### src/logic/adcc_pkg.sv
// adcc_pkg: register map, field positions, reset values and timing counts of the converter control unit.
// assumes a 32-bit classic wishbone slave with byte addresses and one register per aligned word.
package adcc_pkg;
  // byte offsets of the registers
  localparam logic [7:0] OFS_CTRL     = 8'h00;
  localparam logic [7:0] OFS_RESULT   = 8'h04;
  localparam logic [7:0] OFS_CTRL_B   = 8'h08;
  localparam logic [7:0] OFS_IRQ_STAT = 8'h0C;
  localparam logic [7:0] OFS_IRQ_MASK = 8'h10;
  // bit positions of converter_control_status
  localparam int BIT_ENABLE   = 7;
  localparam int BIT_START    = 6;
  localparam int BIT_AUTO     = 5;
  localparam int BIT_DONE     = 4;
  localparam int BIT_IRQ_EN   = 3;
  localparam int DIV_LSB      = 0;
  localparam int DIV_W        = 3;
  localparam int TRIG_W       = 3;
  // trigger source code that means free running
  localparam logic [TRIG_W-1:0] TRIG_FREE_RUN = 3'h0;
  // event bits of the interrupt status and mask registers
  localparam int EV_DONE      = 0;
  localparam int EV_ABORT     = 1;
  localparam int EV_TRIG_MISS = 2;
  localparam int EV_W         = 3;
  // conversion lengths in converter clock cycles
  localparam int FIRST_CONV_CYCLES  = 25;
  localparam int NORMAL_CONV_CYCLES = 13;
  localparam int CNT_W              = 5;
  // divider: widest division is 128, so a 7-bit counter
  localparam int PRE_W = 7;
  // reset values
  localparam logic [7:0]  CTRL_RESET   = 8'h00;
  localparam logic [15:0] RESULT_RESET = 16'h0000;
  localparam logic [31:0] DATA_ZERO    = 32'h0000_0000;
  // conversion sequencer states
  typedef enum logic { CONV_IDLE, CONV_RUN } adcc_conv_state_t;
endpackage : adcc_pkg

### src/logic/adcc_conv_if.sv
// adcc_conv_if: signals shared by the register core, the prescaler and the conversion sequencer.
// assumes all three parties run on the same clock.
`timescale 1ns/1ps
`default_nettype none
interface adcc_conv_if;
  logic                        run;     // converter powered, prescaler counting
  logic [adcc_pkg::DIV_W-1:0]  div_sel; // prescaler code
  logic                        tick;    // one-cycle converter clock enable
  logic                        start;   // begin a conversion
  logic                        first;   // the conversion to begin is the long one
  logic                        abort;   // end the running conversion without result
  logic                        done;    // one-cycle completion pulse
  logic                        busy;    // a conversion is running
  modport ctrl    (output run, output div_sel, output start, output first, output abort,
                   input done, input busy);
  modport divider (input run, input div_sel, output tick);
  modport seq     (input tick, input start, input first, input abort, output done, output busy);
endinterface : adcc_conv_if
`default_nettype wire

### src/logic/adcc_conv_seq.sv
// adcc_conv_seq: times one conversion in converter clock cycles and reports its end.
// assumes start only arrives while idle; a start while busy is dropped.
`timescale 1ns/1ps
`default_nettype none
module adcc_conv_seq (
  input  wire logic clk_i,
  input  wire logic rst_i,
  adcc_conv_if.seq  conv
);
  typedef struct packed {
    adcc_pkg::adcc_conv_state_t st;
    logic [adcc_pkg::CNT_W-1:0] cnt;
    logic [adcc_pkg::CNT_W-1:0] last;
    logic                       done;
  } adcc_seq_state_t;

  adcc_seq_state_t s;
  adcc_seq_state_t next_s;

  // the long first conversion covers the converter's own initialisation
  always_comb
  begin
    next_s      = s;
    next_s.done = 1'b0;
    case (s.st)
      adcc_pkg::CONV_IDLE:
      begin
        if (conv.start)
        begin
          next_s.st   = adcc_pkg::CONV_RUN;
          next_s.cnt  = '0;
          next_s.last = conv.first ? 5'(adcc_pkg::FIRST_CONV_CYCLES - 1)
                                   : 5'(adcc_pkg::NORMAL_CONV_CYCLES - 1);
        end
      end
      adcc_pkg::CONV_RUN:
      begin
        if (conv.abort)
          next_s.st = adcc_pkg::CONV_IDLE;
        else if (conv.tick)
        begin
          if (s.cnt == s.last)
          begin
            next_s.st   = adcc_pkg::CONV_IDLE;
            next_s.done = 1'b1;
          end
          else
            next_s.cnt = s.cnt + 5'h01;
        end
      end
      default:
        next_s.st = adcc_pkg::CONV_IDLE;
    endcase
  end

  always_ff @(posedge clk_i)
  begin
    if (rst_i)
      s <= '{st: adcc_pkg::CONV_IDLE, cnt: '0, last: '0, done: 1'b0};
    else
      s <= next_s;
  end

  assign conv.done = s.done;
  assign conv.busy = (s.st == adcc_pkg::CONV_RUN);
endmodule : adcc_conv_seq
`default_nettype wire

### src/logic/adcc_prescaler.sv
// adcc_prescaler: turns the system clock into a converter clock enable pulse.
// assumes div_sel is steady while run is high; a change only shifts the next tick.
`timescale 1ns/1ps
`default_nettype none
module adcc_prescaler (
  input  wire logic clk_i,
  input  wire logic rst_i,
  adcc_conv_if.divider conv
);
  typedef struct packed {
    logic [adcc_pkg::PRE_W-1:0] cnt;
    logic                       tick;
  } adcc_pre_state_t;

  adcc_pre_state_t s;
  adcc_pre_state_t next_s;

  // codes 0 and 1 both divide by two, the rest by two to the code
  function automatic logic [adcc_pkg::PRE_W-1:0] div_mask(input logic [adcc_pkg::DIV_W-1:0] sel);
    logic [adcc_pkg::PRE_W:0] full;
    full = '0;
    if (sel < 3'h2)
      full = 8'h01;
    else
      full = 8'((8'h01 << sel) - 8'h01);
    return full[adcc_pkg::PRE_W-1:0];
  endfunction : div_mask

  // count while powered; a tick on every wrap of the masked count
  always_comb
  begin
    next_s      = s;
    next_s.tick = 1'b0;
    if (!conv.run)
      next_s.cnt = '0;
    else
    begin
      next_s.cnt = s.cnt + 7'h01;
      if ((s.cnt & div_mask(conv.div_sel)) == div_mask(conv.div_sel))
        next_s.tick = 1'b1;
    end
  end

  always_ff @(posedge clk_i)
  begin
    if (rst_i)
      s <= '0;
    else
      s <= next_s;
  end

  assign conv.tick = s.tick;
endmodule : adcc_prescaler
`default_nettype wire

### src/logic/adcc_top.sv
// adcc_top: control and status logic of the on-chip converter behind a classic wishbone slave.
// assumes a 10-bit analog core that presents its result when told a conversion began.
// What this block does
// - enable powers the converter; clearing it aborts a running conversion
// - start write begins each single conversion; free running needs it only once
// - first conversion after enabling takes 25 converter cycles, later ones 13
// - start bit reads one while converting; writing zero to it does nothing
// - auto trigger starts a conversion on each rising edge of the chosen trigger while idle; an edge while busy is a missed trigger
// - done flag sets when conversion ends and the result is updated
// - taking the interrupt vector clears the done flag in hardware
// - writing one clears the done flag; writing zero leaves it
// - done interrupt requested when flag, its enable and global enable are set
// - divider codes 0,1 divide by 2; codes 2..7 by 4 up to 128
`timescale 1ns/1ps
`default_nettype none
module adcc_top #(
  parameter int RESULT_W = 10,
  parameter int TRIG_N   = 8
) (
  input  wire logic                clk_i,
  input  wire logic                rst_i,
  input  wire logic                wb_cyc_i,
  input  wire logic                wb_stb_i,
  input  wire logic                wb_we_i,
  input  wire logic [7:0]          wb_adr_i,
  input  wire logic [3:0]          wb_sel_i,
  input  wire logic [31:0]         wb_dat_i,
  output logic      [31:0]         wb_dat_o,
  output logic                     wb_ack_o,
  input  wire logic [RESULT_W-1:0] core_result_i,
  input  wire logic [TRIG_N-1:0]   trigger_i,
  input  wire logic                global_irq_enable_i,
  input  wire logic                vector_ack_i,
  output logic                     converter_power_o,
  output logic                     conv_sample_o,
  output logic                     conv_busy_o,
  output logic                     conv_done_irq_o,
  output logic                     irq_o
);
  typedef struct packed {
    logic                             enable;
    logic                             auto_trig;
    logic                             irq_en;
    logic [adcc_pkg::DIV_W-1:0]       div_sel;
    logic                             done_flag;
    logic                             busy;
    logic                             first_pending;
    logic [adcc_pkg::TRIG_W-1:0]      trig_sel;
    logic                             trig_prev;
    logic [adcc_pkg::EV_W-1:0]        irq_stat;
    logic [adcc_pkg::EV_W-1:0]        irq_mask;
    logic [15:0]                      result;
    logic                             ack;
    logic [31:0]                      rdata;
    logic                             sample;
    logic                             done_irq;
    logic                             irq;
  } adcc_state_t;

  adcc_state_t s;
  adcc_state_t next_s;

  adcc_conv_if conv ();

  adcc_prescaler u_prescaler (
    .clk_i (clk_i),
    .rst_i (rst_i),
    .conv  (conv.divider)
  );

  adcc_conv_seq u_seq (
    .clk_i (clk_i),
    .rst_i (rst_i),
    .conv  (conv.seq)
  );

  // one decoder for every register select
  function automatic logic reg_hit(input logic [7:0] adr, input logic [7:0] ofs);
    return adr == ofs;
  endfunction : reg_hit

  // bus decode: a request is answered one cycle after it appears
  logic       req;
  logic       wr;
  logic       wr_ctrl;
  logic       wr_ctrl_b;
  logic       wr_stat;
  logic       wr_mask;
  logic [7:0] wbyte;
  logic [7:0] ctrl_view;

  // writes take effect on the edge that the master samples ack
  assign req       = wb_cyc_i & wb_stb_i;
  assign wr        = req & wb_we_i & s.ack;
  assign wbyte     = wb_dat_i[7:0];
  assign wr_ctrl   = wr & wb_sel_i[0] & reg_hit(wb_adr_i, adcc_pkg::OFS_CTRL);
  assign wr_ctrl_b = wr & wb_sel_i[0] & reg_hit(wb_adr_i, adcc_pkg::OFS_CTRL_B);
  assign wr_stat   = wr & wb_sel_i[0] & reg_hit(wb_adr_i, adcc_pkg::OFS_IRQ_STAT);
  assign wr_mask   = wr & wb_sel_i[0] & reg_hit(wb_adr_i, adcc_pkg::OFS_IRQ_MASK);

  // control view; the start position mirrors the running conversion
  always_comb
  begin
    ctrl_view                                            = adcc_pkg::CTRL_RESET;
    ctrl_view[adcc_pkg::BIT_ENABLE]                      = s.enable;
    ctrl_view[adcc_pkg::BIT_START]                       = s.busy;
    ctrl_view[adcc_pkg::BIT_AUTO]                        = s.auto_trig;
    ctrl_view[adcc_pkg::BIT_DONE]                        = s.done_flag;
    ctrl_view[adcc_pkg::BIT_IRQ_EN]                      = s.irq_en;
    ctrl_view[adcc_pkg::DIV_LSB +: adcc_pkg::DIV_W]      = s.div_sel;
  end

  // control values as they stand after this cycle's write
  logic                        new_enable;
  logic                        new_auto;
  logic [adcc_pkg::TRIG_W-1:0] new_trig_sel;
  logic                        free_run;
  logic                        trig_now;
  logic                        trig_rise;
  logic                        sw_start;
  logic                        hw_start;
  logic                        auto_restart;
  logic                        start;
  logic                        abort;
  logic                        trig_miss;

  assign new_enable   = wr_ctrl ? wbyte[adcc_pkg::BIT_ENABLE] : s.enable;
  assign new_auto     = wr_ctrl ? wbyte[adcc_pkg::BIT_AUTO] : s.auto_trig;
  assign new_trig_sel = wr_ctrl_b ? wbyte[adcc_pkg::TRIG_W-1:0] : s.trig_sel;
  assign free_run     = new_auto & (new_trig_sel == adcc_pkg::TRIG_FREE_RUN);
  assign trig_now     = trigger_i[s.trig_sel];
  assign trig_rise    = trig_now & ~s.trig_prev;
  // a zero in the start position never starts or stops anything
  assign sw_start     = wr_ctrl & wbyte[adcc_pkg::BIT_START] & new_enable;
  assign hw_start     = new_auto & ~free_run & trig_rise & new_enable;
  assign auto_restart = conv.done & free_run & new_enable;
  // starts are only taken while idle; done frees the sequencer in the same cycle
  assign start        = (sw_start | hw_start | auto_restart) & (~s.busy | conv.done);
  assign abort        = s.busy & ~conv.done & ~new_enable;
  assign trig_miss    = new_auto & ~free_run & trig_rise & new_enable & s.busy & ~conv.done;

  // drive the shared interface
  assign conv.run     = s.enable;
  assign conv.div_sel = s.div_sel;
  assign conv.start   = start;
  // a start written together with the enable is owed the long conversion as well
  assign conv.first   = s.first_pending | (new_enable & ~s.enable);
  assign conv.abort   = abort;

  // next state: bus answer, control fields, flags and events
  always_comb
  begin
    logic [adcc_pkg::EV_W-1:0] ev;
    ev                  = '0;
    next_s              = s;
    next_s.sample       = 1'b0;
    next_s.trig_prev    = trig_now;
    // bus answer and registered read data
    next_s.ack          = req & ~s.ack;
    if (req & ~s.ack)
    begin
      if (reg_hit(wb_adr_i, adcc_pkg::OFS_CTRL))
        next_s.rdata = {24'h00_0000, ctrl_view};
      else if (reg_hit(wb_adr_i, adcc_pkg::OFS_RESULT))
        next_s.rdata = {16'h0000, s.result};
      else if (reg_hit(wb_adr_i, adcc_pkg::OFS_CTRL_B))
        next_s.rdata = {29'h0000_0000, s.trig_sel};
      else if (reg_hit(wb_adr_i, adcc_pkg::OFS_IRQ_STAT))
        next_s.rdata = {29'h0000_0000, s.irq_stat};
      else if (reg_hit(wb_adr_i, adcc_pkg::OFS_IRQ_MASK))
        next_s.rdata = {29'h0000_0000, s.irq_mask};
      else
        next_s.rdata = adcc_pkg::DATA_ZERO;
    end
    // control register write; the result pair has no write path
    if (wr_ctrl)
    begin
      next_s.enable    = wbyte[adcc_pkg::BIT_ENABLE];
      next_s.auto_trig = wbyte[adcc_pkg::BIT_AUTO];
      next_s.irq_en    = wbyte[adcc_pkg::BIT_IRQ_EN];
      next_s.div_sel   = wbyte[adcc_pkg::DIV_LSB +: adcc_pkg::DIV_W];
      if (wbyte[adcc_pkg::BIT_DONE])
        next_s.done_flag = 1'b0;
    end
    if (wr_ctrl_b)
      next_s.trig_sel = wbyte[adcc_pkg::TRIG_W-1:0];
    if (wr_mask)
      next_s.irq_mask = wbyte[adcc_pkg::EV_W-1:0];
    if (wr_stat)
      next_s.irq_stat = s.irq_stat & ~wbyte[adcc_pkg::EV_W-1:0];
    // vector fetch clears the flag, but a completion this cycle still sets it
    if (vector_ack_i)
      next_s.done_flag = 1'b0;
    // the long conversion is owed from every off-to-on change of enable
    if (new_enable & ~s.enable)
      next_s.first_pending = 1'b1;
    if (~new_enable)
      next_s.first_pending = 1'b0;
    // completion: result and flag in the same edge
    if (conv.done)
    begin
      next_s.result    = 16'(core_result_i);
      next_s.done_flag = 1'b1;
      next_s.busy      = 1'b0;
      ev[adcc_pkg::EV_DONE] = 1'b1;
    end
    if (abort)
    begin
      next_s.busy = 1'b0;
      ev[adcc_pkg::EV_ABORT] = 1'b1;
    end
    if (start)
    begin
      next_s.busy          = 1'b1;
      next_s.sample        = 1'b1;
      next_s.first_pending = 1'b0;
    end
    ev[adcc_pkg::EV_TRIG_MISS] = trig_miss;
    // events set after clears so that a set wins
    next_s.irq_stat = next_s.irq_stat | ev;
    next_s.irq      = |(next_s.irq_stat & next_s.irq_mask);
    next_s.done_irq = next_s.done_flag & next_s.irq_en & global_irq_enable_i;
  end

  always_ff @(posedge clk_i)
  begin
    if (rst_i)
      s <= '0;
    else
      s <= next_s;
  end

  // every output straight from the state register
  assign wb_dat_o          = s.rdata;
  assign wb_ack_o          = s.ack;
  assign converter_power_o = s.enable;
  assign conv_sample_o     = s.sample;
  assign conv_busy_o       = s.busy;
  assign conv_done_irq_o   = s.done_irq;
  assign irq_o             = s.irq;
endmodule : adcc_top
`default_nettype wire

### config.mk
export PLATFORM = sky130hd
export DESIGN_NAME = adcc_top
export DESIGN_NICKNAME = d
export VERILOG_FILES = /design/src/logic/adcc_pkg.sv /design/src/logic/adcc_conv_if.sv /design/src/logic/adcc_conv_seq.sv /design/src/logic/adcc_prescaler.sv /design/src/logic/adcc_top.sv
export SDC_FILE = /design/constraint.sdc
export NUM_CORES = 1
export LEC_CHECK = 0
export ABC_AREA = 1
export ABC_CLOCK_PERIOD_IN_PS = 2200
export BUFFER_PORTS_ARGS = -buffer_cell sky130_fd_sc_hd__buf_2
export CAP_MARGIN = 20
export CORE_MARGIN = 2
export CORE_UTILIZATION = 50
export CTS_CLUSTER_DIAMETER = 60
export DETAILED_ROUTE_END_ITERATION = 12
export PLACE_DENSITY_LB_ADDON = 0.15
export SLEW_MARGIN = 25
export SYNTH_ARGS = -nofsm -noshare
export SYNTH_HDL_FRONTEND = slang
export SYNTH_SLANG_ARGS = --single-unit
export TNS_END_PERCENT = 5
### constraint.sdc
create_clock -name clk_i -period 2.2 [get_ports clk_i]
set_clock_uncertainty 0.1 [all_clocks]
set_input_delay 0.44 -clock clk_i [delete_from_list [all_inputs] [get_ports clk_i]]
set_output_delay 0.44 -clock clk_i [all_outputs]
set_load 0.02 [all_outputs]
==> metrics <==
DR pass1 iterations 4; Post-Place Cells 562; maxcap violations 0; power density over the cells 602 mW/mm²; Core ar. 0.00599 mm²; Critical R2R Capture u_seq.s[5]; share of layout cells above drive strength 1 20.5%; DRC 0; unrepaired setup endpoints after global routing false; placed cell areas 0.00343 mm²; Tmin final 2.01 ns; crit path max fanout 11; Buf/Inv on CP 1; status completed; worst vdd ir 0.000427 V; Final period util 91.2%; Final Wtd Congestion 0.824; WP data required 2.34 ns; count of cell types in the netlist 33; DP HPWL 5140 µm; First DRT Iteration DRCs 164; Synth Warn # 0; Post-Route Setup TNS 0 ns; Post-synth ARST share 0%; R2R depth 13; Synth area leaders dfxtp_1 39%, inv_1 8.5%, nand2_1 8.0%; Setup violations, final 0; maximum root-to-sink buffer count 2; Post-CTS Hold Buffers 0; clock transition at the registers of the reported paths 0.07 ns; Synth area leader dfxtp_1; Mapped Area 0.00315 mm²; Initial Utilization 52.6%; Vert. Die Dim 83.4 µm; sequential share of the synthesized area 38.8%; fin cells 578; Num CTS Buffers 9; CTS HTree Levels 3; CTS tree done; GRT Residual Overflow 0; fin area 0.00360 mm²; crit-path cells nand3_1, nor2_2, buf_12, nand3_2, nand2_1, nand2_1, nand3_1, nand3_1, nand3_2, nand2_4, nor2_4, nand2_1, and3_1; Gate Count Post-Synth 438; first-pass GRT wire length 11200 µm; Clock Sink Count 61; GRT Util Overall 20.0%; most common cell in the netlist inv_1; CP max stage delay 0.37 ns; Core Rows 28; Die Area 0.00695 mm²; Fin. Hold Viols 0; maximum clock frequency 499 MHz; syn_area_per_cell 7.19 µm²; number of synthesized flops with an enable pin 0; Worst R2R Setup Slack 0.19 ns; vias in the first global route 2498; hold path startpoint global_irq_enable_i; P&R area growth vs syn 14.3%; hold depth 3; CP Data Arrival Time 2.15 ns; most instantiated cells after synthesis 71 x inv_1, 67 x nand2_1, 61 x dfxtp_1; initial antenna violation count 0; Vias/cell 4.87; post-route ant nets 0; number of port buffers 57; max-slew violation count 0; Seq cells post-synth 61; final net count 570; vias 2816; pre-CTS setup slack -0.0182 ns; Worst R2R Start wb_ack_o; PostCTS Resize Cnt 0; Yosys top cell area share 38.8%; ANT cells 0; Primary FF master, synth dfxtp_1; Setup Fix Bufs, Post-CTS 0; Die X-Extent 83.4 µm; critical path capture point type register; WL/cell 11.5 µm; boundary pin count 107; Hold Crit Endpoint conv_done_irq_o; Min-Delay Path Class in2reg; Leak 1.68 nW; Worst-Skew Late Latency 0.34 ns; largest net degree at the start of global routing 20; Worst Setup Start Kind register; Worst Slack Setup Final 0.194 ns; CP max stage cell dfxtp_1; delay-heaviest family, CP simple AND/OR/NAND/NOR gates; final WL 6640 µm; CTS root buf clkbuf_8; CP Class reg2reg
==> how the worst max path moves through the flow <==
stage / start / to / slack [ns] / cells past startpoint
6_report: wb_ack_o / u_seq.s[5] / 0.19 / 13
5_1_grt: wb_ack_o / u_seq.s[9] / 0.007 / 14
4_1_cts: wb_ack_o / u_seq.s[5] / 0.18 / 13
3_5_place_dp: wb_adr_i[5] / u_seq.s[5] / -0.02 / 14
3_3_place_gp: wb_adr_i[5] / u_seq.s[5] / 0.03 / 14
2_1_floorplan: wb_ack_o / u_seq.s[5] / 0.26 / 13
==> cells by family (layout without fill, tap and decap cells) <==
group,after synthesis,count (layout),share of synthesized area (%)
buf+inv,116,160,17.9
xor+xnor,4,4,1.11
simple gates,171,171,25.6
other cells,1,22,0.119
fa+ha+maj,3,3,1.19
compound gates,82,82,15.3
flops,61,61,38.8
==> through the flow <==
stage | total power (W) | util, % | hold slack [ns]
finish | 0.00217 | 60.1 | 0.222
global route | 0.00225 | 60.1 | 0.233
CTS | 0.00218 | 60.1 | 0.217
detailed placement | 0.00130 | 57.2 | 0.345
global placement | 0.00130 | 57.2 | 0.337
floorplan | 0.00127 | - | 0.325
==> routing by layer <==
metal | track usage, % | wire (µm) | share of wire, %
met1 | 26.2 | 3130 | 47
met2 | 31.6 | 2980 | 45
met3 | 3.58 | 403 | 6.1
met4 | 9.84 | 127 | 1.9
met5 | 0 | 0 | 0
==> layout make-up <==
class | count | area, µm²
clock buffer | 15 | 166
multi-input combinational | 282 | 1440
timing repair buffer | 69 | 388
clock inverter | 1 | 5.00
tap | 75 | 93.8
inverter | 75 | 282
fill | 583 | 2390
sequential | 61 | 1220
==> state kept, by name, summed over array words and instances, names as in the netlist <==
name	flops
irq_o	1
u_seq.conv.busy	1
u_seq.s	8
wb_ack_o	1
converter_power_o	1
ctrl_view	3
u_seq.conv.done	1
u_prescaler.conv.tick	1
conv_sample_o	1
u_prescaler.s	7
wb_dat_o	10
conv_done_irq_o	1
s	21
conv.div_sel	3
conv_busy_o	1
==> where the power goes <==
group / internal, W / switching (W) / total (W)
Combinational: 0.0000550 / 0.000106 / 0.000162
Sequential: 0.00111 / 0.00000339 / 0.00111
Clock: 0.000471 / 0.000418 / 0.000889
Total: 0.00164 / 0.000528 / 0.00217
==> tightest hold or removal path, cell delays in order <==
cell and delay [ns]:
buf_2 0.09, nand2_1 0.05, nor2_1 0.03
==> placed cells by master, fill, tap and decap left out, types with 5 or more instances in the layout <==
| cell | instances |
|---|---|
| nor2_1 | 49 |
| inv_1 | 71 |
| o211ai_1 | 5 |
| nand3_1 | 25 |
| nand2_2 | 6 |
| o221ai_1 | 12 |
| o21ai_0 | 27 |
| buf_2 | 57 |
| nand2_1 | 67 |
| conb_1 | 22 |
| clkbuf_8 | 11 |
| buf_4 | 11 |
| a21oi_1 | 33 |
| dfxtp_1 | 61 |
No activity file was read; power rests on OpenSTA's default activity.
